### src/rmw_pkg.sv
// Contract
// - RMW cycle: one read transfer then one write transfer in one bus cycle.
// - Slave acks read with valid data and tag; master captures at ack.
// - Master may drop stb after read ack; slave deasserts ack meanwhile.
// - Slave may stall write ack until ready to accept write data.
// - Slave captures write data on edge where it acks with stb and we.
// - Master drops stb and cyc after write ack; slave then drops ack.
// - RMW support optional; when supported the sequence is exact.
// - Big endian: most significant part at the lower address.
// - Little endian: most significant part at the higher address.
// - Units are byte 8, word 16, dword 32 and qword 64 bits.
// - Never transfer an operand smaller than the port granularity; slave acks an empty select, sets gran_err_ff, stores nothing.
// - 64-bit port carries 64-bit operand at once, msb on bit 63.
// - 32-bit port splits 64-bit operand; big endian high dword low address.
// - Little endian on 32-bit port: low dword at the lower address.
// - Big endian 64-bit operand: byte 0 in the bit 63 lane, descending.
// - Little endian 64-bit operand: byte 0 in the bit 0 lane, ascending.
// - Port size, granularity, max operand each 8, 16, 32 or 64 bits.
// - Port size equal to granularity makes both orders identical.
// - Piece order is application specific; lower to higher addresses used.
// - All bus outputs are registered; inputs sampled on the rising edge.
package rmw_pkg;

  // ---------------------------------------------------------------
  // Sizes and layout
  // ---------------------------------------------------------------
  localparam int RMW_BYTE_W  = 8;
  localparam int RMW_WORD_W  = 16;
  localparam int RMW_DWORD_W = 32;
  localparam int RMW_QWORD_W = 64;
  localparam int RMW_ADR_W   = 32;
  localparam int RMW_TAG_W   = 4;
  localparam int RMW_MEM_AW  = 4;
  localparam int RMW_OP_UNITS = RMW_QWORD_W / RMW_DWORD_W;

  // ---------------------------------------------------------------
  // Reset values
  // ---------------------------------------------------------------
  localparam logic [RMW_DWORD_W-1:0] RMW_MEM_RST   = 32'h0000_0000;
  localparam logic [RMW_TAG_W-1:0]   RMW_TAG_RST   = 4'h0;
  localparam logic                   RMW_BIG_RST   = 1'b1;

  // ---------------------------------------------------------------
  // Slave phase of a cycle
  // ---------------------------------------------------------------
  typedef enum logic [1:0] {
    RMW_IDLE,
    RMW_READ_DONE,
    RMW_WRITE_DONE
  } rmw_phase_e;

endpackage

### src/rmw_lane_map.sv
// Lane mapper that places operand bytes onto a port in either endian order.
`timescale 1ns/1ps
module rmw_lane_map #(
  parameter int PORT_W = 32,
  parameter int GRAN_W = 8
)(
  // Operand side
  input  wire logic [PORT_W-1:0] val_in,
  input  wire logic              big_endian,
  // Lane side
  output logic      [PORT_W-1:0] lanes_out
);
  localparam int NUNITS = PORT_W / GRAN_W;

  // Unit i of the value sits in lane i for little endian and in the
  // mirrored lane for big endian; identical when NUNITS is one.
  genvar i;
  generate
    for (i = 0; i < NUNITS; i++)
    begin : g_unit
      assign lanes_out[i*GRAN_W +: GRAN_W] = big_endian ?
        val_in[(NUNITS-1-i)*GRAN_W +: GRAN_W] :
        val_in[i*GRAN_W +: GRAN_W];
    end
  endgenerate
endmodule

### src/rmw_slave.sv
// Bus slave with read-modify-write support and endian-aware lane mapping.
`timescale 1ns/1ps
module rmw_slave #(
  parameter int PORT_W = 32,
  parameter int GRAN_W = 8,
  parameter int MAX_OP_W = 64,
  parameter int WAIT_W = 4
)(
  // Clock and reset
  input  wire logic                         core_clk,
  input  wire logic                         rst_n,
  // Bus inputs from the master
  input  wire logic                         cyc_o,
  input  wire logic                         stb_o,
  input  wire logic                         we_o,
  input  wire logic [rmw_pkg::RMW_ADR_W-1:0] adr_o,
  input  wire logic [rmw_pkg::RMW_TAG_W-1:0] tag_o,
  input  wire logic [PORT_W/GRAN_W-1:0]     sel_o,
  input  wire logic [PORT_W-1:0]            dat_o,
  // Bus outputs to the master
  output logic                              ack_i,
  output logic      [PORT_W-1:0]            dat_i,
  output logic      [rmw_pkg::RMW_TAG_W-1:0] tag_i,
  // Configuration and status
  input  wire logic                         big_endian,
  input  wire logic [WAIT_W-1:0]            write_wait,
  output logic                              rmw_done_ff,
  output logic                              rmw_active_ff,
  output logic                              gran_err_ff
);
  localparam int NSEL = PORT_W / GRAN_W;
  localparam int DEPTH = 1 << rmw_pkg::RMW_MEM_AW;
  localparam int ADR_LSB = $clog2(PORT_W / 8);

  // ---------------------------------------------------------------
  // Storage and state
  // ---------------------------------------------------------------
  logic [PORT_W-1:0]              mem_ff [DEPTH];
  rmw_pkg::rmw_phase_e            phase_ff;
  logic [WAIT_W-1:0]              wait_cnt_ff;
  logic [rmw_pkg::RMW_ADR_W-1:0]  rd_adr_ff;
  logic [rmw_pkg::RMW_MEM_AW-1:0] idx;
  logic                           req;
  logic                           wr_ready;
  logic [PORT_W-1:0]              rd_lanes;
  logic [PORT_W-1:0]              wr_val;
  logic                           sel_ok;
  logic                           rd_hit;
  logic                           wr_hit;

  assign idx = adr_o[ADR_LSB +: rmw_pkg::RMW_MEM_AW];
  assign req = cyc_o && stb_o && !ack_i;
  assign wr_ready = (wait_cnt_ff >= write_wait);

  // A select may only address whole granules; an empty select would mean
  // a sub-granule operand, which the port still acks but flags in gran_err_ff and never stores.
  assign sel_ok = (sel_o != '0);
  assign rd_hit = req && !we_o;
  assign wr_hit = req && we_o && wr_ready;

  // ---------------------------------------------------------------
  // Lane mapping, one mapper per direction
  // ---------------------------------------------------------------
  rmw_lane_map #(.PORT_W(PORT_W), .GRAN_W(GRAN_W)) u_rd_map (
    .val_in    (mem_ff[idx]),
    .big_endian(big_endian),
    .lanes_out (rd_lanes)
  );

  rmw_lane_map #(.PORT_W(PORT_W), .GRAN_W(GRAN_W)) u_wr_map (
    .val_in    (dat_o),
    .big_endian(big_endian),
    .lanes_out (wr_val)
  );

  // ---------------------------------------------------------------
  // Acknowledge and read data, registered
  // ---------------------------------------------------------------
  always_ff @(posedge core_clk or negedge rst_n)
  begin
    if (!rst_n)
    begin
      ack_i <= 1'b0;
      dat_i <= '0;
      tag_i <= rmw_pkg::RMW_TAG_RST;
    end
    else
    begin
      ack_i <= rd_hit || wr_hit;
      if (rd_hit)
      begin
        dat_i <= rd_lanes;
        tag_i <= tag_o;
      end
      else if (wr_hit)
        tag_i <= tag_o;
    end
  end

  // ---------------------------------------------------------------
  // Write wait counter
  // ---------------------------------------------------------------
  always_ff @(posedge core_clk or negedge rst_n)
  begin
    if (!rst_n)
      wait_cnt_ff <= '0;
    else if (cyc_o && stb_o && we_o && !wr_ready)
      wait_cnt_ff <= wait_cnt_ff + 1'b1;
    else if (!(cyc_o && stb_o && we_o))
      wait_cnt_ff <= '0;
  end

  // ---------------------------------------------------------------
  // Memory write, lane by lane under select
  // ---------------------------------------------------------------
  always_ff @(posedge core_clk or negedge rst_n)
  begin
    if (!rst_n)
    begin
      for (int k = 0; k < DEPTH; k++)
        mem_ff[k] <= rmw_pkg::RMW_MEM_RST[PORT_W-1:0];
    end
    else if (wr_hit && sel_ok)
    begin
      for (int s = 0; s < NSEL; s++)
        if (sel_o[big_endian ? NSEL-1-s : s])
          mem_ff[idx][s*GRAN_W +: GRAN_W] <= wr_val[s*GRAN_W +: GRAN_W];
    end
  end

  // ---------------------------------------------------------------
  // RMW phase tracking
  // ---------------------------------------------------------------
  always_ff @(posedge core_clk or negedge rst_n)
  begin
    if (!rst_n)
    begin
      phase_ff      <= rmw_pkg::RMW_IDLE;
      rd_adr_ff     <= '0;
      rmw_done_ff   <= 1'b0;
      rmw_active_ff <= 1'b0;
    end
    else
    begin
      rmw_done_ff <= 1'b0;
      if (!cyc_o)
      begin
        phase_ff      <= rmw_pkg::RMW_IDLE;
        rmw_active_ff <= 1'b0;
      end
      else
      begin
        unique case (phase_ff)
          rmw_pkg::RMW_IDLE:
            if (rd_hit)
            begin
              phase_ff      <= rmw_pkg::RMW_READ_DONE;
              rd_adr_ff     <= adr_o;
              rmw_active_ff <= 1'b1;
            end
          rmw_pkg::RMW_READ_DONE:
            if (wr_hit && adr_o == rd_adr_ff)
            begin
              phase_ff    <= rmw_pkg::RMW_WRITE_DONE;
              rmw_done_ff <= 1'b1;
            end
          rmw_pkg::RMW_WRITE_DONE:
            phase_ff <= rmw_pkg::RMW_WRITE_DONE;
        endcase
      end
    end
  end

  // ---------------------------------------------------------------
  // Granularity violation flag, sticky until the next acknowledged transfer with a non-empty select
  // ---------------------------------------------------------------
  always_ff @(posedge core_clk or negedge rst_n)
  begin
    if (!rst_n)
      gran_err_ff <= 1'b0;
    else if (req && !sel_ok)
      gran_err_ff <= 1'b1;
    else if (rd_hit || wr_hit)
      gran_err_ff <= 1'b0;
  end

  // ---------------------------------------------------------------
  // Checks
  // ---------------------------------------------------------------
  ack_in_cycle_a: assert property (
    @(posedge core_clk) disable iff (!rst_n)
    ack_i |-> $past(cyc_o) && $past(stb_o))
    else $error("ack outside an active strobe");

  ack_single_a: assert property (
    @(posedge core_clk) disable iff (!rst_n)
    ack_i |=> !ack_i)
    else $error("ack held for two cycles");

  ack_drop_a: assert property (
    @(posedge core_clk) disable iff (!rst_n)
    !stb_o |=> !ack_i)
    else $error("ack after strobe dropped");

  ack_nocyc_a: assert property (
    @(posedge core_clk) disable iff (!rst_n)
    !cyc_o |=> !ack_i)
    else $error("ack without an active cycle");

  // ---------------------------------------------------------------
  // Checks on the read half
  // ---------------------------------------------------------------
  read_ack_a: assert property (
    @(posedge core_clk) disable iff (!rst_n)
    (cyc_o && stb_o && !we_o && !ack_i) |=> ack_i)
    else $error("read not acknowledged next cycle");

  rd_data_a: assert property (
    @(posedge core_clk) disable iff (!rst_n)
    (ack_i && !$past(we_o)) |-> dat_i == $past(rd_lanes))
    else $error("read data not taken from storage");

  dat_hold_a: assert property (
    @(posedge core_clk) disable iff (!rst_n)
    !$past(rd_hit) |-> $stable(dat_i))
    else $error("read data changed without a read");

  tag_echo_a: assert property (
    @(posedge core_clk) disable iff (!rst_n)
    ack_i |-> tag_i == $past(tag_o))
    else $error("tag not echoed");

  tag_hold_a: assert property (
    @(posedge core_clk) disable iff (!rst_n)
    !$past(rd_hit || wr_hit) |-> $stable(tag_i))
    else $error("tag changed without an ack");

  rd_keep_a: assert property (
    @(posedge core_clk) disable iff (!rst_n)
    rd_hit |=> mem_ff[$past(idx)] == $past(mem_ff[idx]))
    else $error("read half changed storage");

  // ---------------------------------------------------------------
  // Checks on the write half
  // ---------------------------------------------------------------
  write_wait_a: assert property (
    @(posedge core_clk) disable iff (!rst_n)
    (ack_i && $past(we_o)) |-> $past(wait_cnt_ff >= write_wait))
    else $error("write acked before ready");

  write_stall_a: assert property (
    @(posedge core_clk) disable iff (!rst_n)
    (cyc_o && stb_o && we_o && !ack_i && !wr_ready)
      |=> !ack_i)
    else $error("write acked during a wait state");

  write_ack_a: assert property (
    @(posedge core_clk) disable iff (!rst_n)
    (cyc_o && stb_o && we_o && !ack_i && wr_ready)
      |=> ack_i)
    else $error("ready write not acknowledged");

  wait_step_a: assert property (
    @(posedge core_clk) disable iff (!rst_n)
    (cyc_o && stb_o && we_o && !wr_ready)
      |=> wait_cnt_ff == $past(wait_cnt_ff) + 1'b1)
    else $error("write wait count did not advance");

  wait_clear_a: assert property (
    @(posedge core_clk) disable iff (!rst_n)
    !(cyc_o && stb_o && we_o) |=> wait_cnt_ff == '0)
    else $error("write wait count not cleared");

  wr_capture_a: assert property (
    @(posedge core_clk) disable iff (!rst_n)
    (wr_hit && sel_o[big_endian ? NSEL-1 : 0] && sel_ok)
      |=> mem_ff[$past(idx)][GRAN_W-1:0] == $past(wr_val[GRAN_W-1:0]))
    else $error("write data not captured");

  gran_keep_a: assert property (
    @(posedge core_clk) disable iff (!rst_n)
    (req && !sel_ok) |=> mem_ff[$past(idx)] == $past(mem_ff[idx]))
    else $error("empty select changed storage");

  gran_set_a: assert property (
    @(posedge core_clk) disable iff (!rst_n)
    (req && !sel_ok) |=> gran_err_ff)
    else $error("empty select not flagged");

  // ---------------------------------------------------------------
  // Checks on cycle state
  // ---------------------------------------------------------------
  rmw_done_a: assert property (
    @(posedge core_clk) disable iff (!rst_n)
    rmw_done_ff |-> ack_i && $past(we_o) && $past(phase_ff)
      == rmw_pkg::RMW_READ_DONE)
    else $error("rmw done without read then write");

  done_pulse_a: assert property (
    @(posedge core_clk) disable iff (!rst_n)
    rmw_done_ff |=> !rmw_done_ff)
    else $error("rmw done longer than one cycle");

  done_addr_a: assert property (
    @(posedge core_clk) disable iff (!rst_n)
    rmw_done_ff |-> $past(adr_o) == $past(rd_adr_ff))
    else $error("rmw done on a different address");

  active_set_a: assert property (
    @(posedge core_clk) disable iff (!rst_n)
    (rd_hit && phase_ff == rmw_pkg::RMW_IDLE)
      |=> rmw_active_ff)
    else $error("rmw active not raised by the read");

  active_clr_a: assert property (
    @(posedge core_clk) disable iff (!rst_n)
    !cyc_o |=> !rmw_active_ff && phase_ff == rmw_pkg::RMW_IDLE)
    else $error("rmw state kept after the cycle ended");

  size_legal_a: assert property (
    @(posedge core_clk) disable iff (!rst_n)
    (PORT_W inside {rmw_pkg::RMW_BYTE_W, rmw_pkg::RMW_WORD_W,
      rmw_pkg::RMW_DWORD_W, rmw_pkg::RMW_QWORD_W}) &&
    (GRAN_W inside {rmw_pkg::RMW_BYTE_W, rmw_pkg::RMW_WORD_W,
      rmw_pkg::RMW_DWORD_W, rmw_pkg::RMW_QWORD_W}) &&
    (GRAN_W <= PORT_W) && (MAX_OP_W >= GRAN_W))
    else $error("port size or granularity not legal");

  // ---------------------------------------------------------------
  // Lane order checks
  // ---------------------------------------------------------------
  // Each bus lane is held against the storage lane that the endian
  // order names for it, in both directions.
  genvar g;
  generate
    for (g = 0; g < NSEL; g++)
    begin : g_lane_chk
      rd_lane_a: assert property (
        @(posedge core_clk) disable iff (!rst_n)
        (ack_i && !$past(we_o)) |-> dat_i[g*GRAN_W +: GRAN_W] ==
          $past(mem_ff[idx][(big_endian ? NSEL-1-g : g)*GRAN_W +: GRAN_W]))
        else $error("read lane out of order");

      wr_lane_a: assert property (
        @(posedge core_clk) disable iff (!rst_n)
        (wr_hit && sel_ok && sel_o[g]) |=>
          mem_ff[$past(idx)][($past(big_endian) ? NSEL-1-g : g)*GRAN_W
            +: GRAN_W] == $past(dat_o[g*GRAN_W +: GRAN_W]))
        else $error("write lane out of order");
    end
  endgenerate

endmodule

### config.mk
export PLATFORM = sky130hd
export DESIGN_NAME = rmw_slave
export DESIGN_NICKNAME = d
export VERILOG_FILES = /design/src/rmw_pkg.sv /design/src/rmw_lane_map.sv /design/src/rmw_slave.sv
export SDC_FILE = /design/constraint.sdc
export NUM_CORES = 1
export LEC_CHECK = 0
export BUFFER_PORTS_ARGS = -buffer_cell sky130_fd_sc_hd__buf_4
export CAP_MARGIN = 10
export CELL_PAD_IN_SITES_DETAIL_PLACEMENT = 1
export CELL_PAD_IN_SITES_GLOBAL_PLACEMENT = 1
export CORE_MARGIN = 8
export CORE_UTILIZATION = 48
export DETAILED_ROUTE_END_ITERATION = 12
export GPL_TIMING_DRIVEN = 0
export PLACE_DENSITY = 0.87
export SETUP_SLACK_MARGIN = 0.2
export SYNTH_ARGS = -nofsm -noshare
export SYNTH_HDL_FRONTEND = slang
export SYNTH_SLANG_ARGS = --single-unit
### constraint.sdc
create_clock -name core_clk -period 2.15 [get_ports core_clk]
set_input_delay 0.1075 -clock core_clk [delete_from_list [all_inputs] [get_ports core_clk]]
set_output_delay 0.1075 -clock core_clk [all_outputs]
set_load 0.01 [all_outputs]
==> results of run 1 <==
-- area by class of cell --
| class | instances | area [sq um] | area share |
|---|---|---|---|
| well taps | 765 | 957 | 0.0277 |
| clock buffers | 99 | 2020 | 0.0585 |
| clock inverters | 19 | 208 | 0.00601 |
| inverters | 11 | 41.3 | 0.00119 |
| repair buffers | 215 | 2180 | 0.0631 |
| plain buffers | 108 | 686 | 0.0198 |
| diodes | 1 | 2.50 | 0.0000724 |
| multi-input cells | 1114 | 13700 | 0.396 |
| flip-flops and latches | 590 | 14800 | 0.427 |
-- metrics by stage --
stage | hold WS, ns | area [sq um] | util | cells | total power [uW]
global route | 0.0218 | 34600 | 0.599 | 2921 | 28100
floorplan | -0.188 | 28300 | - | 1824 | 13800
global placement | 0.346 | 30100 | 0.522 | 2705 | 14900
CTS | 0.00312 | 34300 | 0.595 | 2911 | 27000
finish | 0.0144 | 34600 | 0.599 | 2922 | 27500
detailed placement | 0.0297 | 30300 | 0.525 | 2711 | 15100
-- critical path: cells and delay by family (launching register included) --
family | cells | cell delay (ns)
AO/OA/AOI/OAI | 2 | 0.37
adder cells (fa/ha/maj) | 1 | 0.28
flip-flops | 1 | 0.39
AND/OR/NAND/NOR | 3 | 0.48
multiplexers | 1 | 0.38
buffers and inverters | 3 | 0.42
-- what timing repair did --
action | CTS | global route
hold buffers | 50 | 0
endpoints found under the hold margin | 216 | 0
cloned | 4 | 3
pin swaps | 1 | 0
endpoints found under the setup margin | 582 | 666
buffers inserted | 29 | 4
resized for setup | 198 | 22
-- flip-flops by register name, indices dropped and copies added (netlist names) --
| signal | count |
|---|---|
| dat_i | 32 |
| phase_ff | 2 |
| tag_i | 4 |
| wait_cnt_ff | 4 |
| mem_ff | 512 |
| gran_err_ff | 1 |
| rmw_done_ff | 1 |
| rmw_active_ff | 1 |
| rd_adr_ff | 32 |
| ack_i | 1 |
-- how the worst max path moves through the flow --
stage | start | endpoint | slack (ns) | depth (start not counted)
detailed placement | adr_o[5] | mem_ff[458] | -1.17 | 5
global placement | rst_n | mem_ff[369] | -5.01 | 1
CTS | wait_cnt_ff[1] | mem_ff[205] | -0.22 | 9
global route | wait_cnt_ff[3] | mem_ff[452] | -0.41 | 10
floorplan | wait_cnt_ff[2] | mem_ff[287] | 0.04 | 9
finish | wait_cnt_ff[3] | mem_ff[139] | -0.30 | 10
-- layer usage --
metal  track usage  part of all wire  vias up
met4         0.201             0.068        4
met2         0.513              0.50     1106
li1              -                 -     7273
met3        0.0612             0.076      435
met5       0.00146           0.00029        -
met1         0.361              0.36    10158
-- logic make-up (layout without fill, tap and decap cells) --
logic type / Yosys count / after routing
XOR/XNOR: 34 / 34
flip-flops: 590 / 590
other: 0 / 1
multiplexers: 809 / 809
AO/OA/AOI/OAI: 78 / 78
adder cells (fa/ha/maj): 7 / 7
buffers and inverters: 120 / 452
AND/OR/NAND/NOR: 186 / 186
-- layout by cell type, fill, tap and decap left out, drive strengths merged, types with 2 or more instances in the layout --
| master | instances |
|---|---|
| a21oi | 35 |
| and2 | 4 |
| buf | 216 |
| bufinv | 4 |
| clkbuf | 157 |
| clkdlybuf4s15 | 3 |
| clkinv | 12 |
| clkinvlp | 2 |
| dfrtp | 590 |
| dlygate4sd3 | 46 |
| ha | 7 |
| inv | 12 |
| mux2 | 644 |
| mux2i | 37 |
| mux4 | 128 |
| nand2 | 99 |
| nand2b | 4 |
| nand3 | 3 |
| nand4 | 5 |
| nor2 | 47 |
| nor2b | 6 |
| nor3 | 8 |
| nor4 | 6 |
| o21ai | 36 |
| xnor2 | 18 |
| xor2 | 16 |
-- power by group --
part           switching, uW  internal [uW]
Sequential               484          11700
Clock                   5060           7010
Combinational           1840           1400
Total                   7380          20100
==> flow_summary.html, run 1 <==
<table>
<tr><th>Metric</th><th>Value</th></tr>
<tr><th colspan="2">Status</th></tr>
<tr><td>Status</td><td>finished, violations left</td></tr>
<tr><td>Failing checks</td><td>capacitance limit, slew limit, setup timing</td></tr>
<tr><th colspan="2">Floorplan</th></tr>
<tr><td>Placement row count</td><td>88</td></tr>
<tr><td>Core region area</td><td>57700 sq um</td></tr>
<tr><td># IOs</td><td>122</td></tr>
<tr><td>Die H</td><td>258 um</td></tr>
<tr><td>Die ar.</td><td>66400 sq um</td></tr>
<tr><td>Initial cell density of the core</td><td>0.486</td></tr>
<tr><td>Width of the die</td><td>258 um</td></tr>
<tr><th colspan="2">Drt</th></tr>
<tr><td>Final WL</td><td>104000 um</td></tr>
<tr><td>Mean number of vias per cell</td><td>6.49</td></tr>
<tr><td>ANT nets after route</td><td>0</td></tr>
<tr><td>Post-route DRC violation count</td><td>0</td></tr>
<tr><td>Length of the first detailed-routing pass in iterations</td><td>5</td></tr>
<tr><td>Avg WL per Cell</td><td>35.4 um</td></tr>
<tr><td>Number of DRC markers after the initial detailed-route iteration</td><td>1710</td></tr>
<tr><td>Vias after detailed routing</td><td>18976</td></tr>
<tr><th colspan="2">Yosys</th></tr>
<tr><td>XOR/XNOR Fraction of Synth Area</td><td>0.0106</td></tr>
<tr><td>Flip-flop and latch count after synthesis</td><td>590</td></tr>
<tr><td>Post-synth top area share</td><td>0.526</td></tr>
<tr><td>Synthesis Warnings</td><td>0</td></tr>
<tr><td>Area fraction in compound gates after synthesis</td><td>0.0148</td></tr>
<tr><td>Top flip-flop cell by instance count after synthesis</td><td>sky130_fd_sc_hd__dfrtp_1</td></tr>
<tr><td>Dominant combinational cell family by area after synthesis</td><td>multiplexers</td></tr>
<tr><td>Biggest area consumer among synthesized cells</td><td>sky130_fd_sc_hd__dfrtp_1</td></tr>
<tr><td>Mean instance size in the synthesized netlist</td><td>15.4 sq um</td></tr>
<tr><td>Post-synthesis mux area share</td><td>0.385</td></tr>
<tr><td>Count of unique library cells instantiated by Yosys</td><td>44</td></tr>
<tr><td>Mapped Nets</td><td>1913</td></tr>
<tr><td>Most repeated cell in the gate-level netlist after synthesis</td><td>sky130_fd_sc_hd__dfrtp_1</td></tr>
<tr><td>Register area share after synthesis</td><td>0.526</td></tr>
<tr><td>Commonest cells post-synth</td><td>sky130_fd_sc_hd__dfrtp_1 (590), sky130_fd_sc_hd__mux2_2 (558), sky130_fd_sc_hd__mux4_2 (128)</td></tr>
<tr><td>Share of synthesized cell area in and, or, nand and nor gates</td><td>0.0403</td></tr>
<tr><td>FFs w/ async S/R, synth</td><td>1.00</td></tr>
<tr><td>Adder-cell area share of the yosys netlist</td><td>0.00312</td></tr>
<tr><td>Leading post-synthesis cells by cell area</td><td>sky130_fd_sc_hd__dfrtp_1 (53%), sky130_fd_sc_hd__mux2_2 (22%), sky130_fd_sc_hd__mux4_2 (10%), sky130_fd_sc_hd__mux2_4 (4.3%), sky130_fd_sc_hd__mux2i_1 (1.3%)</td></tr>
<tr><td>Count of flip-flops with a built-in enable after synthesis</td><td>0</td></tr>
<tr><td>Combined area of all synthesized cells</td><td>28000 sq um</td></tr>
<tr><td>Mapped Cells</td><td>1824</td></tr>
<tr><th colspan="2">Run</th></tr>
<tr><td>Max-Cap Viols</td><td>1</td></tr>
<tr><th colspan="2">Final layout</th></tr>
<tr><td>Final #Nets</td><td>2196</td></tr>
<tr><td>Final-layout fill cell count</td><td>5219</td></tr>
<tr><td>Fraction of layout cells with a size suffix above 1</td><td>0.554</td></tr>
<tr><td>Area growth, synth to finish</td><td>23.2%</td></tr>
<tr><th colspan="2">CTS</th></tr>
<tr><td>CTS tree</td><td>yes</td></tr>
<tr><td>Number of buffers on the longest clock path</td><td>3</td></tr>
<tr><td>Clock tree root buffer cell</td><td>sky130_fd_sc_hd__clkbuf_16</td></tr>
<tr><td>Clk_lat worst skew</td><td>0.61 ns</td></tr>
<tr><td>Num CTS Buffers</td><td>67</td></tr>
<tr><td>Clk sink count</td><td>590</td></tr>
<tr><td>Clock-pin slew of the registers on the worst-case setup and hold paths</td><td>0.07 ns</td></tr>
<tr><td>Deepest level of the CTS H-tree</td><td>3</td></tr>
<tr><th colspan="2">Worst setup path</th></tr>
<tr><td>Slowest Stage Delay on Critical Path</td><td>0.39 ns</td></tr>
<tr><td>Cell-by-cell listing of the critical path</td><td>ha_1 -&gt; o21a_1 -&gt; nor2_2 -&gt; a211oi_4 -&gt; nor2b_4 -&gt; buf_8 -&gt; buf_12 -&gt; buf_12 -&gt; nand2_8 -&gt; mux2_2</td></tr>
<tr><td>Reg-to-Reg Start</td><td>wait_cnt_ff[3]</td></tr>
<tr><td>Cell mode on critical path</td><td>sky130_fd_sc_hd__buf_12</td></tr>
<tr><td>Arrival time worst endpoint</td><td>2.93 ns</td></tr>
<tr><td>Critical Setup Path Class</td><td>reg2reg</td></tr>
<tr><td>Slowest cell on the critical path</td><td>sky130_fd_sc_hd__dfrtp_1</td></tr>
<tr><td>FF-to-FF path depth</td><td>10</td></tr>
<tr><td>Minimum setup slack among reg-to-reg paths</td><td>-0.30 ns</td></tr>
<tr><td>Crit path launch type</td><td>flip-flop</td></tr>
<tr><td>Worst Path Max Fanout</td><td>8</td></tr>
<tr><td>FF-to-FF End</td><td>mem_ff[139]</td></tr>
<tr><td>Crit path required time</td><td>2.64 ns</td></tr>
<tr><td>Critical path capture point type</td><td>flip-flop</td></tr>
<tr><th colspan="2">Power and ir drop</th></tr>
<tr><td>Leakage component of the power</td><td>0.0167 uW</td></tr>
<tr><td>Maximum resistive drop on vdd</td><td>0.000630 V</td></tr>
<tr><td>Power density relative to cell area</td><td>794 nW/um^2</td></tr>
<tr><th colspan="2">STA</th></tr>
<tr><td>Final Cycle Share</td><td>1.14</td></tr>
<tr><td>F_max</td><td>0.409 GHz</td></tr>
<tr><td>Final number of max-transition violations</td><td>5</td></tr>
<tr><td>Slew at the pin with the worst max-slew slack</td><td>1.51 ns</td></tr>
<tr><td>Sum of negative setup slack</td><td>-100.02 ns</td></tr>
<tr><td>Worst slew margin</td><td>-0.0149</td></tr>
<tr><td>Setup clock skew after layout</td><td>0.0219 ns</td></tr>
<tr><td>Number of endpoints failing setup at the final stage</td><td>525</td></tr>
<tr><td>Crit path time final</td><td>2.45 ns</td></tr>
<tr><td>Hold Vio Cnt, Final</td><td>0</td></tr>
<tr><td>Worst Slack Setup Final</td><td>-0.298 ns</td></tr>
<tr><td>RSZ-0062 raised after global routing</td><td>true</td></tr>
<tr><th colspan="2">GRT</th></tr>
<tr><td>Number of antenna violations at the first check in global routing</td><td>3</td></tr>
<tr><td>Via count of the first global-routing pass</td><td>21810</td></tr>
<tr><td>Maximum number of pins on one net before global-route repair</td><td>126</td></tr>
<tr><td>Remaining Overflow, GRT</td><td>0</td></tr>
<tr><td>Wire length of the first global-routing pass</td><td>153000 um</td></tr>
<tr><td>Global router's overall resource usage</td><td>0.307</td></tr>
<tr><th colspan="2">Worst hold path</th></tr>
<tr><td>Hold crit path type</td><td>in2reg</td></tr>
<tr><td>Worst Hold Launch</td><td>dat_o[9]</td></tr>
<tr><td>Hold Path Depth</td><td>3</td></tr>
<tr><td>Endpoint with the worst hold slack</td><td>mem_ff[73]</td></tr>
<tr><th colspan="2">Placed design</th></tr>
<tr><td>Estimated wirelength of the detail-placed design</td><td>55900 um</td></tr>
<tr><td>Gpl congestion</td><td>0.852</td></tr>
<tr><td>Input/output buffers</td><td>116</td></tr>
<tr><td>Setup slack at placement</td><td>-1.17 ns</td></tr>
</table>
Note: power is estimated with default switching activity, not from simulation.
==> run 2: changes to the inputs <==
CTS_BUF_LIST = sky130_fd_sc_hd__clkbuf_16   (was unset)
SETUP_SLACK_MARGIN = 0.5   (was 0.2)
==> run 2 against run 1 <==
The flow finishes with violations (capacitance limit, setup timing). Combinational power rose by 6.5%. Utilization rose by 0.25 points. Clock skew up 0.013 ns. Cell count is essentially flat. Sequential power about the same. Flip-flop and latch count unchanged. Die area is the same. Clock-buffer cell count shrank 28. Critical path type unchanged. Largest power group unchanged.
==> flow_summary.html, run 2 (synthesis gave the netlist of run 1 again) <==
<table>
<tr><th>Metric</th><th>Value</th></tr>
<tr><th colspan="2">Status</th></tr>
<tr><td>Failing checks</td><td>capacitance limit, setup timing</td></tr>
<tr><td>Status</td><td>finished, violations left</td></tr>
<tr><th colspan="2">Floorplan</th></tr>
<tr><td>Die H</td><td>258 um (unchanged)</td></tr>
<tr><td>Placement row count</td><td>88 (unchanged)</td></tr>
<tr><td>Core region area</td><td>57700 sq um (unchanged)</td></tr>
<tr><td>Initial cell density of the core</td><td>0.486 (unchanged)</td></tr>
<tr><td># IOs</td><td>122 (unchanged)</td></tr>
<tr><td>Die ar.</td><td>66400 sq um (unchanged)</td></tr>
<tr><td>Width of the die</td><td>258 um (unchanged)</td></tr>
<tr><th colspan="2">STA</th></tr>
<tr><td>F_max</td><td>0.382 GHz (-6.6%)</td></tr>
<tr><td>Worst slew margin</td><td>0.00609 (+0.0210)</td></tr>
<tr><td>Slew at the pin with the worst max-slew slack</td><td>1.48 ns (-0.0313 ns)</td></tr>
<tr><td>Number of endpoints failing setup at the final stage</td><td>512 (-2.5%)</td></tr>
<tr><td>Final number of max-transition violations</td><td>0 (-5)</td></tr>
<tr><td>Final Cycle Share</td><td>1.22 (+0.0800)</td></tr>
<tr><td>Setup clock skew after layout</td><td>0.0352 ns (+0.0133 ns)</td></tr>
<tr><td>Crit path time final</td><td>2.62 ns (+0.172 ns)</td></tr>
<tr><td>RSZ-0062 raised after global routing</td><td>true</td></tr>
<tr><td>Hold Vio Cnt, Final</td><td>0 (unchanged)</td></tr>
<tr><td>Min Hold Slack</td><td>0.0174 ns (+0.00301 ns)</td></tr>
<tr><td>Worst Slack Setup Final</td><td>-0.470 ns (-0.172 ns)</td></tr>
<tr><th colspan="2">GRT</th></tr>
<tr><td>Remaining Overflow, GRT</td><td>0 (unchanged)</td></tr>
<tr><td>Global router's overall resource usage</td><td>0.299 (-0.00814)</td></tr>
<tr><td>Global-route met1 utilization</td><td>0.352 (-0.00894)</td></tr>
<tr><td>Met2 Track Usage GR</td><td>0.492 (-0.0214)</td></tr>
<tr><td>Top Usage Layer GRT</td><td>met2</td></tr>
<tr><td>Wire length of the first global-routing pass</td><td>149000 um (-2.3%)</td></tr>
<tr><td>Met3 Track Usage GR</td><td>0.0760 (+0.0147)</td></tr>
<tr><td>Maximum number of pins on one net before global-route repair</td><td>126 (unchanged)</td></tr>
<tr><td>Number of antenna violations at the first check in global routing</td><td>1 (-2)</td></tr>
<tr><td>Via count of the first global-routing pass</td><td>21505 (-1.4%)</td></tr>
<tr><th colspan="2">Power and ir drop</th></tr>
<tr><td>Share of power burned in combinational logic</td><td>0.126 (+0.008)</td></tr>
<tr><td>Leakage component of the power</td><td>0.0169 uW (+1.6%)</td></tr>
<tr><td>Sequential share of power</td><td>0.447 (+0.004)</td></tr>
<tr><td>Portion of total power attributed to the clock network</td><td>0.427 (-0.012)</td></tr>
<tr><td>Total design power</td><td>27300 uW (-0.64%)</td></tr>
<tr><td>Switching power of the nets</td><td>7700 uW (+4.4%)</td></tr>
<tr><td>Power density relative to cell area</td><td>786 nW/um^2 (-1.1%)</td></tr>
<tr><td>Internal Power</td><td>19600 uW (-2.5%)</td></tr>
<tr><td>Switching share of total power</td><td>0.282 (+0.0135)</td></tr>
<tr><td>Maximum resistive drop on vdd</td><td>0.000579 V (-8.2%)</td></tr>
<tr><th colspan="2">Drt</th></tr>
<tr><td>Final WL</td><td>112000 um (+7.9%)</td></tr>
<tr><td>Post-route DRC violation count</td><td>0 (unchanged)</td></tr>
<tr><td>Vias after detailed routing</td><td>19695 (+3.8%)</td></tr>
<tr><td>Number of DRC markers after the initial detailed-route iteration</td><td>1861 (+8.8%)</td></tr>
<tr><td>Length of the first detailed-routing pass in iterations</td><td>5 (unchanged)</td></tr>
<tr><td>Avg WL per Cell</td><td>38.2 um (+7.8%)</td></tr>
<tr><td>Mean number of vias per cell</td><td>6.74 (+3.8%)</td></tr>
<tr><td>ANT nets after route</td><td>0 (unchanged)</td></tr>
<tr><th colspan="2">Worst setup path</th></tr>
<tr><td>Critical path endpoint</td><td>mem_ff[400]</td></tr>
<tr><td>FF-to-FF path depth</td><td>8 (-2)</td></tr>
<tr><td>First element of the critical path</td><td>wait_cnt_ff[1]</td></tr>
<tr><td>Crit path required time</td><td>2.65 ns (about the same)</td></tr>
<tr><td>Worst Path Max Fanout</td><td>10 (+2)</td></tr>
<tr><td>Crit path launch type</td><td>flip-flop</td></tr>
<tr><td>Reg-to-Reg Start</td><td>wait_cnt_ff[1]</td></tr>
<tr><td>FF-to-FF End</td><td>mem_ff[400]</td></tr>
<tr><td>Arrival time worst endpoint</td><td>3.12 ns (+0.19 ns)</td></tr>
<tr><td>Critical Setup Path Class</td><td>reg2reg</td></tr>
<tr><td>Critical path capture point type</td><td>flip-flop</td></tr>
<tr><td>Minimum setup slack among reg-to-reg paths</td><td>-0.47 ns (-0.17 ns)</td></tr>
<tr><th colspan="2">Final layout</th></tr>
<tr><td>Fraction of layout cells with a size suffix above 1</td><td>0.574 (+0.0197)</td></tr>
<tr><td>Largest registers ranked by flip-flop count</td><td>mem_ff: 512 flops, dat_i: 32 flops, rd_adr_ff: 32 flops</td></tr>
<tr><td>Highest-count cells in the layout ignoring fill and taps</td><td>sky130_fd_sc_hd__dfrtp_1 (590), sky130_fd_sc_hd__mux2_2 (449), sky130_fd_sc_hd__mux2_4 (195)</td></tr>
<tr><td>Utilization of the core after routing</td><td>0.602 (+0.00254)</td></tr>
<tr><td>Flip-flop count of the largest register, all copies and words added</td><td>512 (unchanged)</td></tr>
<tr><td>Final #Nets</td><td>2195 (-0.046%)</td></tr>
<tr><td>Area growth, synth to finish</td><td>23.8%</td></tr>
<tr><td>Finished Cell Area</td><td>34700 sq um (+0.42%)</td></tr>
<tr><td>Total area of multi-input combinational cells</td><td>14100 sq um (+2.6%)</td></tr>
<tr><td>Largest reg by FF count</td><td>mem_ff</td></tr>
<tr><td>Commonest non-fill, non-tap cell in the layout</td><td>sky130_fd_sc_hd__dfrtp_1</td></tr>
<tr><td>Sequential cell area</td><td>14800 sq um (unchanged)</td></tr>
<tr><td>Final-layout fill cell count</td><td>5256 (+0.71%)</td></tr>
<tr><th colspan="2">CTS</th></tr>
<tr><td>CTS tree</td><td>yes</td></tr>
<tr><td>Clock-pin slew of the registers on the worst-case setup and hold paths</td><td>0.07 ns (about the same)</td></tr>
<tr><td>Clock tree root buffer cell</td><td>sky130_fd_sc_hd__clkbuf_16</td></tr>
<tr><td>Num CTS Buffers</td><td>67 (unchanged)</td></tr>
<tr><td>Clk_lat worst skew</td><td>0.62 ns (about the same)</td></tr>
<tr><td>Clk sink count</td><td>590 (unchanged)</td></tr>
<tr><td>Number of buffers on the longest clock path</td><td>3 (unchanged)</td></tr>
<tr><td>Deepest level of the CTS H-tree</td><td>3 (unchanged)</td></tr>
<tr><th colspan="2">Placed design</th></tr>
<tr><td>Estimated wirelength of the detail-placed design</td><td>55900 um (unchanged)</td></tr>
<tr><td>Gpl congestion</td><td>0.852 (unchanged)</td></tr>
<tr><td>Placed Instance Area</td><td>30300 sq um (unchanged)</td></tr>
<tr><td>Input/output buffers</td><td>116 (unchanged)</td></tr>
<tr><th colspan="2">Run</th></tr>
<tr><td>Max-Cap Viols</td><td>3 (+2)</td></tr>
<tr><th colspan="2">Worst hold path</th></tr>
<tr><td>Hold crit path type</td><td>in2reg</td></tr>
</table>
-- run 2: worst min path at each step --
stage,to,cells after the start,start
after global routing,mem_ff[15],3,dat_o[15]
after floorplan,ack_i,0,rst_n
after CTS,mem_ff[113],3,dat_o[17]
after global placement,tag_i[3],2,tag_o[3]
after detailed placement,mem_ff[387],1,rst_n
final,mem_ff[49],3,dat_o[17]
-- run 2: cell type report --
cell class | instances | share of cell area
Clock buffer | 71 | 0.0512
Timing Repair Buffer | 213 | 0.0593
Inverter | 11 | 0.00119
Sequential cell | 590 | 0.425
Antenna cell | 3 | 0.000216
Multi-Input combinational cell | 1114 | 0.405
Buffer | 109 | 0.0212
Clock inverter | 47 | 0.00901
Tap cell | 765 | 0.0276
-- run 2: routing by layer --
| metal | vias up | part of all wire |
|---|---|---|
| met2 | 1422 | 0.48 |
| met3 | 551 | 0.092 |
| li1 | 7284 | - |
| met4 | 4 | 0.077 |
| met5 | - | 0.00099 |
| met1 | 10434 | 0.35 |
-- run 2: power groups by stage --
stage | logic (uW) | clock network [uW] | registers (uW)
after floorplan | 1570 | 0 | 12200
after global placement | 2650 | 0 | 12200
after detailed placement | 2840 | 0 | 12300
after CTS | 3170 | 11200 | 12100
after global routing | 3610 | 12000 | 12200
final | 3440 | 11700 | 12200
-- run 2: metrics by stage --
stage / cells / setup TNS (ns) / setup slack, ns
floorplan: 1824 / 0 / 0.0375
global placement: 2705 / -3152.50 / -5.01
detailed placement: 2711 / -285.01 / -1.17
CTS: 2906 / -106.47 / -0.260
global route: 2920 / -188.50 / -0.514
finish: 2923 / -160.32 / -0.470
-- run 2: repair_timing --
| item | in CTS | in global routing |
|---|---|---|
| gates resized for setup | 297 | 48 |
| pin swaps | 28 | 1 |
| endpoints found under the hold margin | 204 | 159 |
| setup endpoints to repair | 589 | 1019 |
| buffers inserted | 30 | 8 |
| hold buffers | 45 | 1 |
| gates cloned | 2 | 5 |
-- run 2: worst max-delay path, stage by stage, from the launching register on --
cell                       delay [ns]
sky130_fd_sc_hd__dfrtp_1         0.42
sky130_fd_sc_hd__ha_4            0.29
sky130_fd_sc_hd__o21ai_4         0.06
sky130_fd_sc_hd__a211oi_4        0.37
sky130_fd_sc_hd__nor2b_2         0.24
sky130_fd_sc_hd__buf_6           0.19
sky130_fd_sc_hd__buf_8           0.23
sky130_fd_sc_hd__nand2_2         0.24
sky130_fd_sc_hd__mux2_2          0.43
==> run 3: changes to the inputs <==
CORE_UTILIZATION = 53   (was 48)
PLACE_DENSITY = 0.9   (was 0.87)
clock period = 2.7 ns   (was 2.15 ns; I/O delays follow)
==> run 3 against run 2 <==
The flow finishes with violations (capacitance limit, slew limit, setup timing). Sequential power decreased by 20%. Power decreased by 24%. Register-to-register slack improved by 0.51 ns. Largest cell class unchanged.
==> flow_summary.html, run 3 (synthesis gave the netlist of run 1 again) <==
<table>
<tr><th>Metric</th><th>Value</th></tr>
<tr><th colspan="2">Worst hold path</th></tr>
<tr><td>Hold crit path type</td><td>in2reg</td></tr>
<tr><th colspan="2">Final layout</th></tr>
<tr><td>Area growth, synth to finish</td><td>21.3%</td></tr>
<tr><td>Total area of multi-input combinational cells</td><td>13800 sq um (-1.5%)</td></tr>
<tr><td>Fraction of layout cells with a size suffix above 1</td><td>0.535 (-0.0395)</td></tr>
<tr><td>Commonest non-fill, non-tap cell in the layout</td><td>sky130_fd_sc_hd__dfrtp_1</td></tr>
<tr><td>Largest reg by FF count</td><td>mem_ff</td></tr>
<tr><td>Post-Layout Cell Count</td><td>2834 (-3.0%)</td></tr>
<tr><td>Sequential cell area</td><td>14800 sq um (unchanged)</td></tr>
<tr><td>Flip-flop count of the largest register, all copies and words added</td><td>512 (unchanged)</td></tr>
<tr><td>Highest-count cells in the layout ignoring fill and taps</td><td>sky130_fd_sc_hd__dfrtp_1 (590), sky130_fd_sc_hd__mux2_2 (455), sky130_fd_sc_hd__mux2_4 (189)</td></tr>
<tr><td>Final-layout fill cell count</td><td>4546 (-14%)</td></tr>
<tr><td>Final #Nets</td><td>2188 (-0.32%)</td></tr>
<tr><td>Largest registers ranked by flip-flop count</td><td>mem_ff: 512 flops, dat_i: 32 flops, rd_adr_ff: 32 flops</td></tr>
<tr><td>Utilization of the core after routing</td><td>0.649 (+0.0472)</td></tr>
<tr><th colspan="2">Floorplan</th></tr>
<tr><td>Placement row count</td><td>84 (-4.5%)</td></tr>
<tr><td>Core region area</td><td>52400 sq um (-9.1%)</td></tr>
<tr><td>Die H</td><td>246 um (-4.5%)</td></tr>
<tr><td>Width of the die</td><td>246 um (-4.5%)</td></tr>
<tr><td>Die ar.</td><td>60500 sq um (-8.9%)</td></tr>
<tr><td>Initial cell density of the core</td><td>0.535 (+0.0487)</td></tr>
<tr><td># IOs</td><td>122 (unchanged)</td></tr>
<tr><th colspan="2">GRT</th></tr>
<tr><td>Global router's overall resource usage</td><td>0.347 (+0.0482)</td></tr>
<tr><td>Remaining Overflow, GRT</td><td>0 (unchanged)</td></tr>
<tr><td>Wire length of the first global-routing pass</td><td>154000 um (+3.5%)</td></tr>
<tr><td>Via count of the first global-routing pass</td><td>21816 (+1.4%)</td></tr>
<tr><td>Maximum number of pins on one net before global-route repair</td><td>135 (+7.1%)</td></tr>
<tr><td>Number of antenna violations at the first check in global routing</td><td>13 (+12)</td></tr>
<tr><th colspan="2">Drt</th></tr>
<tr><td>Final WL</td><td>122000 um (+9.2%)</td></tr>
<tr><td>Post-route DRC violation count</td><td>0 (unchanged)</td></tr>
<tr><td>Mean number of vias per cell</td><td>7.33 (+8.8%)</td></tr>
<tr><td>Number of DRC markers after the initial detailed-route iteration</td><td>2550 (+37%)</td></tr>
<tr><td>ANT nets after route</td><td>0 (unchanged)</td></tr>
<tr><td>Length of the first detailed-routing pass in iterations</td><td>6 (+1)</td></tr>
<tr><td>Vias after detailed routing</td><td>20784 (+5.5%)</td></tr>
<tr><td>Avg WL per Cell</td><td>43.0 um (+13%)</td></tr>
<tr><th colspan="2">Placed design</th></tr>
<tr><td>Gpl congestion</td><td>0.916 (+7.5%)</td></tr>
<tr><td>Estimated wirelength of the detail-placed design</td><td>58200 um (+4.0%)</td></tr>
<tr><td>Post-Place Cells</td><td>2634 (-2.8%)</td></tr>
<tr><td>Setup slack at placement</td><td>-0.261 ns (+0.912 ns)</td></tr>
<tr><td>Input/output buffers</td><td>116 (unchanged)</td></tr>
<tr><th colspan="2">STA</th></tr>
<tr><td>F_max</td><td>0.354 GHz</td></tr>
<tr><td>Setup clock skew after layout</td><td>0.0388 ns (+0.00356 ns)</td></tr>
<tr><td>Worst slew margin</td><td>-0.132 (-0.138)</td></tr>
<tr><td>Slew at the pin with the worst max-slew slack</td><td>1.69 ns (+0.202 ns)</td></tr>
<tr><td>Number of endpoints failing setup at the final stage</td><td>16 (-97%)</td></tr>
<tr><td>Min Hold Slack</td><td>0.00201 ns (-0.0154 ns)</td></tr>
<tr><td>Final number of max-transition violations</td><td>8 (+8)</td></tr>
<tr><td>RSZ-0062 raised after global routing</td><td>true</td></tr>
<tr><td>Crit path time final</td><td>2.82 ns</td></tr>
<tr><td>Hold Vio Cnt, Final</td><td>0 (unchanged)</td></tr>
<tr><td>Worst Slack Setup Final</td><td>-0.122 ns (+0.348 ns)</td></tr>
<tr><td>Final Cycle Share</td><td>1.05</td></tr>
<tr><th colspan="2">Worst setup path</th></tr>
<tr><td>Critical path capture point type</td><td>flip-flop</td></tr>
<tr><td>Critical Setup Path Class</td><td>in2reg</td></tr>
<tr><td>Worst Path Max Fanout</td><td>10 (unchanged)</td></tr>
<tr><td>Crit path launch type</td><td>input port</td></tr>
<tr><td>Arrival time worst endpoint</td><td>3.35 ns (+0.23 ns)</td></tr>
<tr><td>Crit path required time</td><td>3.23 ns (+0.58 ns)</td></tr>
<tr><th colspan="2">CTS</th></tr>
<tr><td>Clock-pin slew of the registers on the worst-case setup and hold paths</td><td>0.07 ns (about the same)</td></tr>
<tr><td>Clk_lat worst skew</td><td>0.68 ns (+0.06 ns)</td></tr>
<tr><td>Deepest level of the CTS H-tree</td><td>2 (-1)</td></tr>
<tr><td>Num CTS Buffers</td><td>60 (-10%)</td></tr>
<tr><td>Clock tree root buffer cell</td><td>sky130_fd_sc_hd__clkbuf_16</td></tr>
<tr><td>Clk sink count</td><td>590 (unchanged)</td></tr>
<tr><td>Number of buffers on the longest clock path</td><td>3 (unchanged)</td></tr>
<tr><td>CTS tree</td><td>yes</td></tr>
<tr><th colspan="2">Status</th></tr>
<tr><td>Failing checks</td><td>capacitance limit, slew limit, setup timing</td></tr>
<tr><td>Status</td><td>finished, violations left</td></tr>
<tr><th colspan="2">Power and ir drop</th></tr>
<tr><td>Maximum resistive drop on vdd</td><td>0.000538 V (-7.0%)</td></tr>
<tr><td>Leakage component of the power</td><td>0.0164 uW (-3.1%)</td></tr>
<tr><td>Total design power</td><td>20700 uW (-24%)</td></tr>
<tr><td>Power density relative to cell area</td><td>610 nW/um^2 (-22%)</td></tr>
<tr><th colspan="2">Run</th></tr>
<tr><td>Max-Cap Viols</td><td>2 (-1)</td></tr>
</table>
[run 3: cell type report]
class | instances | area share
Antenna cell | 4 | 0.000294
Clock inverter | 44 | 0.00706
Sequential cell | 590 | 0.434
Tap cell | 688 | 0.0253
Inverter | 11 | 0.00121
Multi-Input combinational cell | 1114 | 0.407
Timing Repair Buffer | 213 | 0.0600
Buffer | 109 | 0.0206
Clock buffer | 61 | 0.0449
[run 3: worst paths after layout]
kind | startpoint | to | slack (ns) | cells after the start
min in group asynchronous | rst_n | rd_adr_ff[29] | 0.09 | 3
hold reg to reg | mem_ff[177] | mem_ff[177] | 0.50 | 1
max in group asynchronous | rst_n | mem_ff[246] | 0.79 | 5
hold / removal | dat_o[6] | mem_ff[6] | 0.002 | 3
setup / recovery | adr_o[4] | mem_ff[112] | -0.12 | 6
setup reg to reg | wait_cnt_ff[3] | mem_ff[258] | 0.04 | 10
[run 3: what timing repair did]
| action | in CTS | in global routing |
|---|---|---|
| endpoints found under the hold margin | 189 | 0 |
| cloned | 3 | 1 |
| buffers inserted | 13 | 13 |
| hold buffers | 54 | 0 |
| gates resized for setup | 139 | 196 |
| setup endpoints to repair | 575 | 617 |
| pin swaps | 1 | 5 |
[run 3: power by group]
group          internal [uW]  leakage, uW  switching (uW)  total (uW)
combinational           1110      0.00741            1640        2750
clock                   4250     0.000923            4000        8250
sequential              9290      0.00807             450        9740
[run 3: routing by layer]
metal | GRT usage | vias up | wire (um)
met5 | 0 | - | 259
met4 | 0.222 | 24 | 12600
met3 | 0.108 | 884 | 14400
met2 | 0.566 | 1933 | 54600
met1 | 0.396 | 10705 | 40100
li1 | - | 7238 | -
[run 3: critical path: stages]
cell                       delay (ns)
sky130_fd_sc_hd__clkbuf_1        0.60
sky130_fd_sc_hd__nand2_1         0.39
sky130_fd_sc_hd__nor3_1          1.37
sky130_fd_sc_hd__buf_4           0.38
sky130_fd_sc_hd__nand2_8         0.13
sky130_fd_sc_hd__mux2_2          0.33
[run 3: through the flow]
stage | instance area, sq um | setup TNS [ns]
floorplan | 28000 | 0
global placement | 29800 | -2606.80
detailed placement | 29900 | -23.69
CTS | 33000 | 0
global route | 34000 | -0.0746
finish | 34000 | -1.31
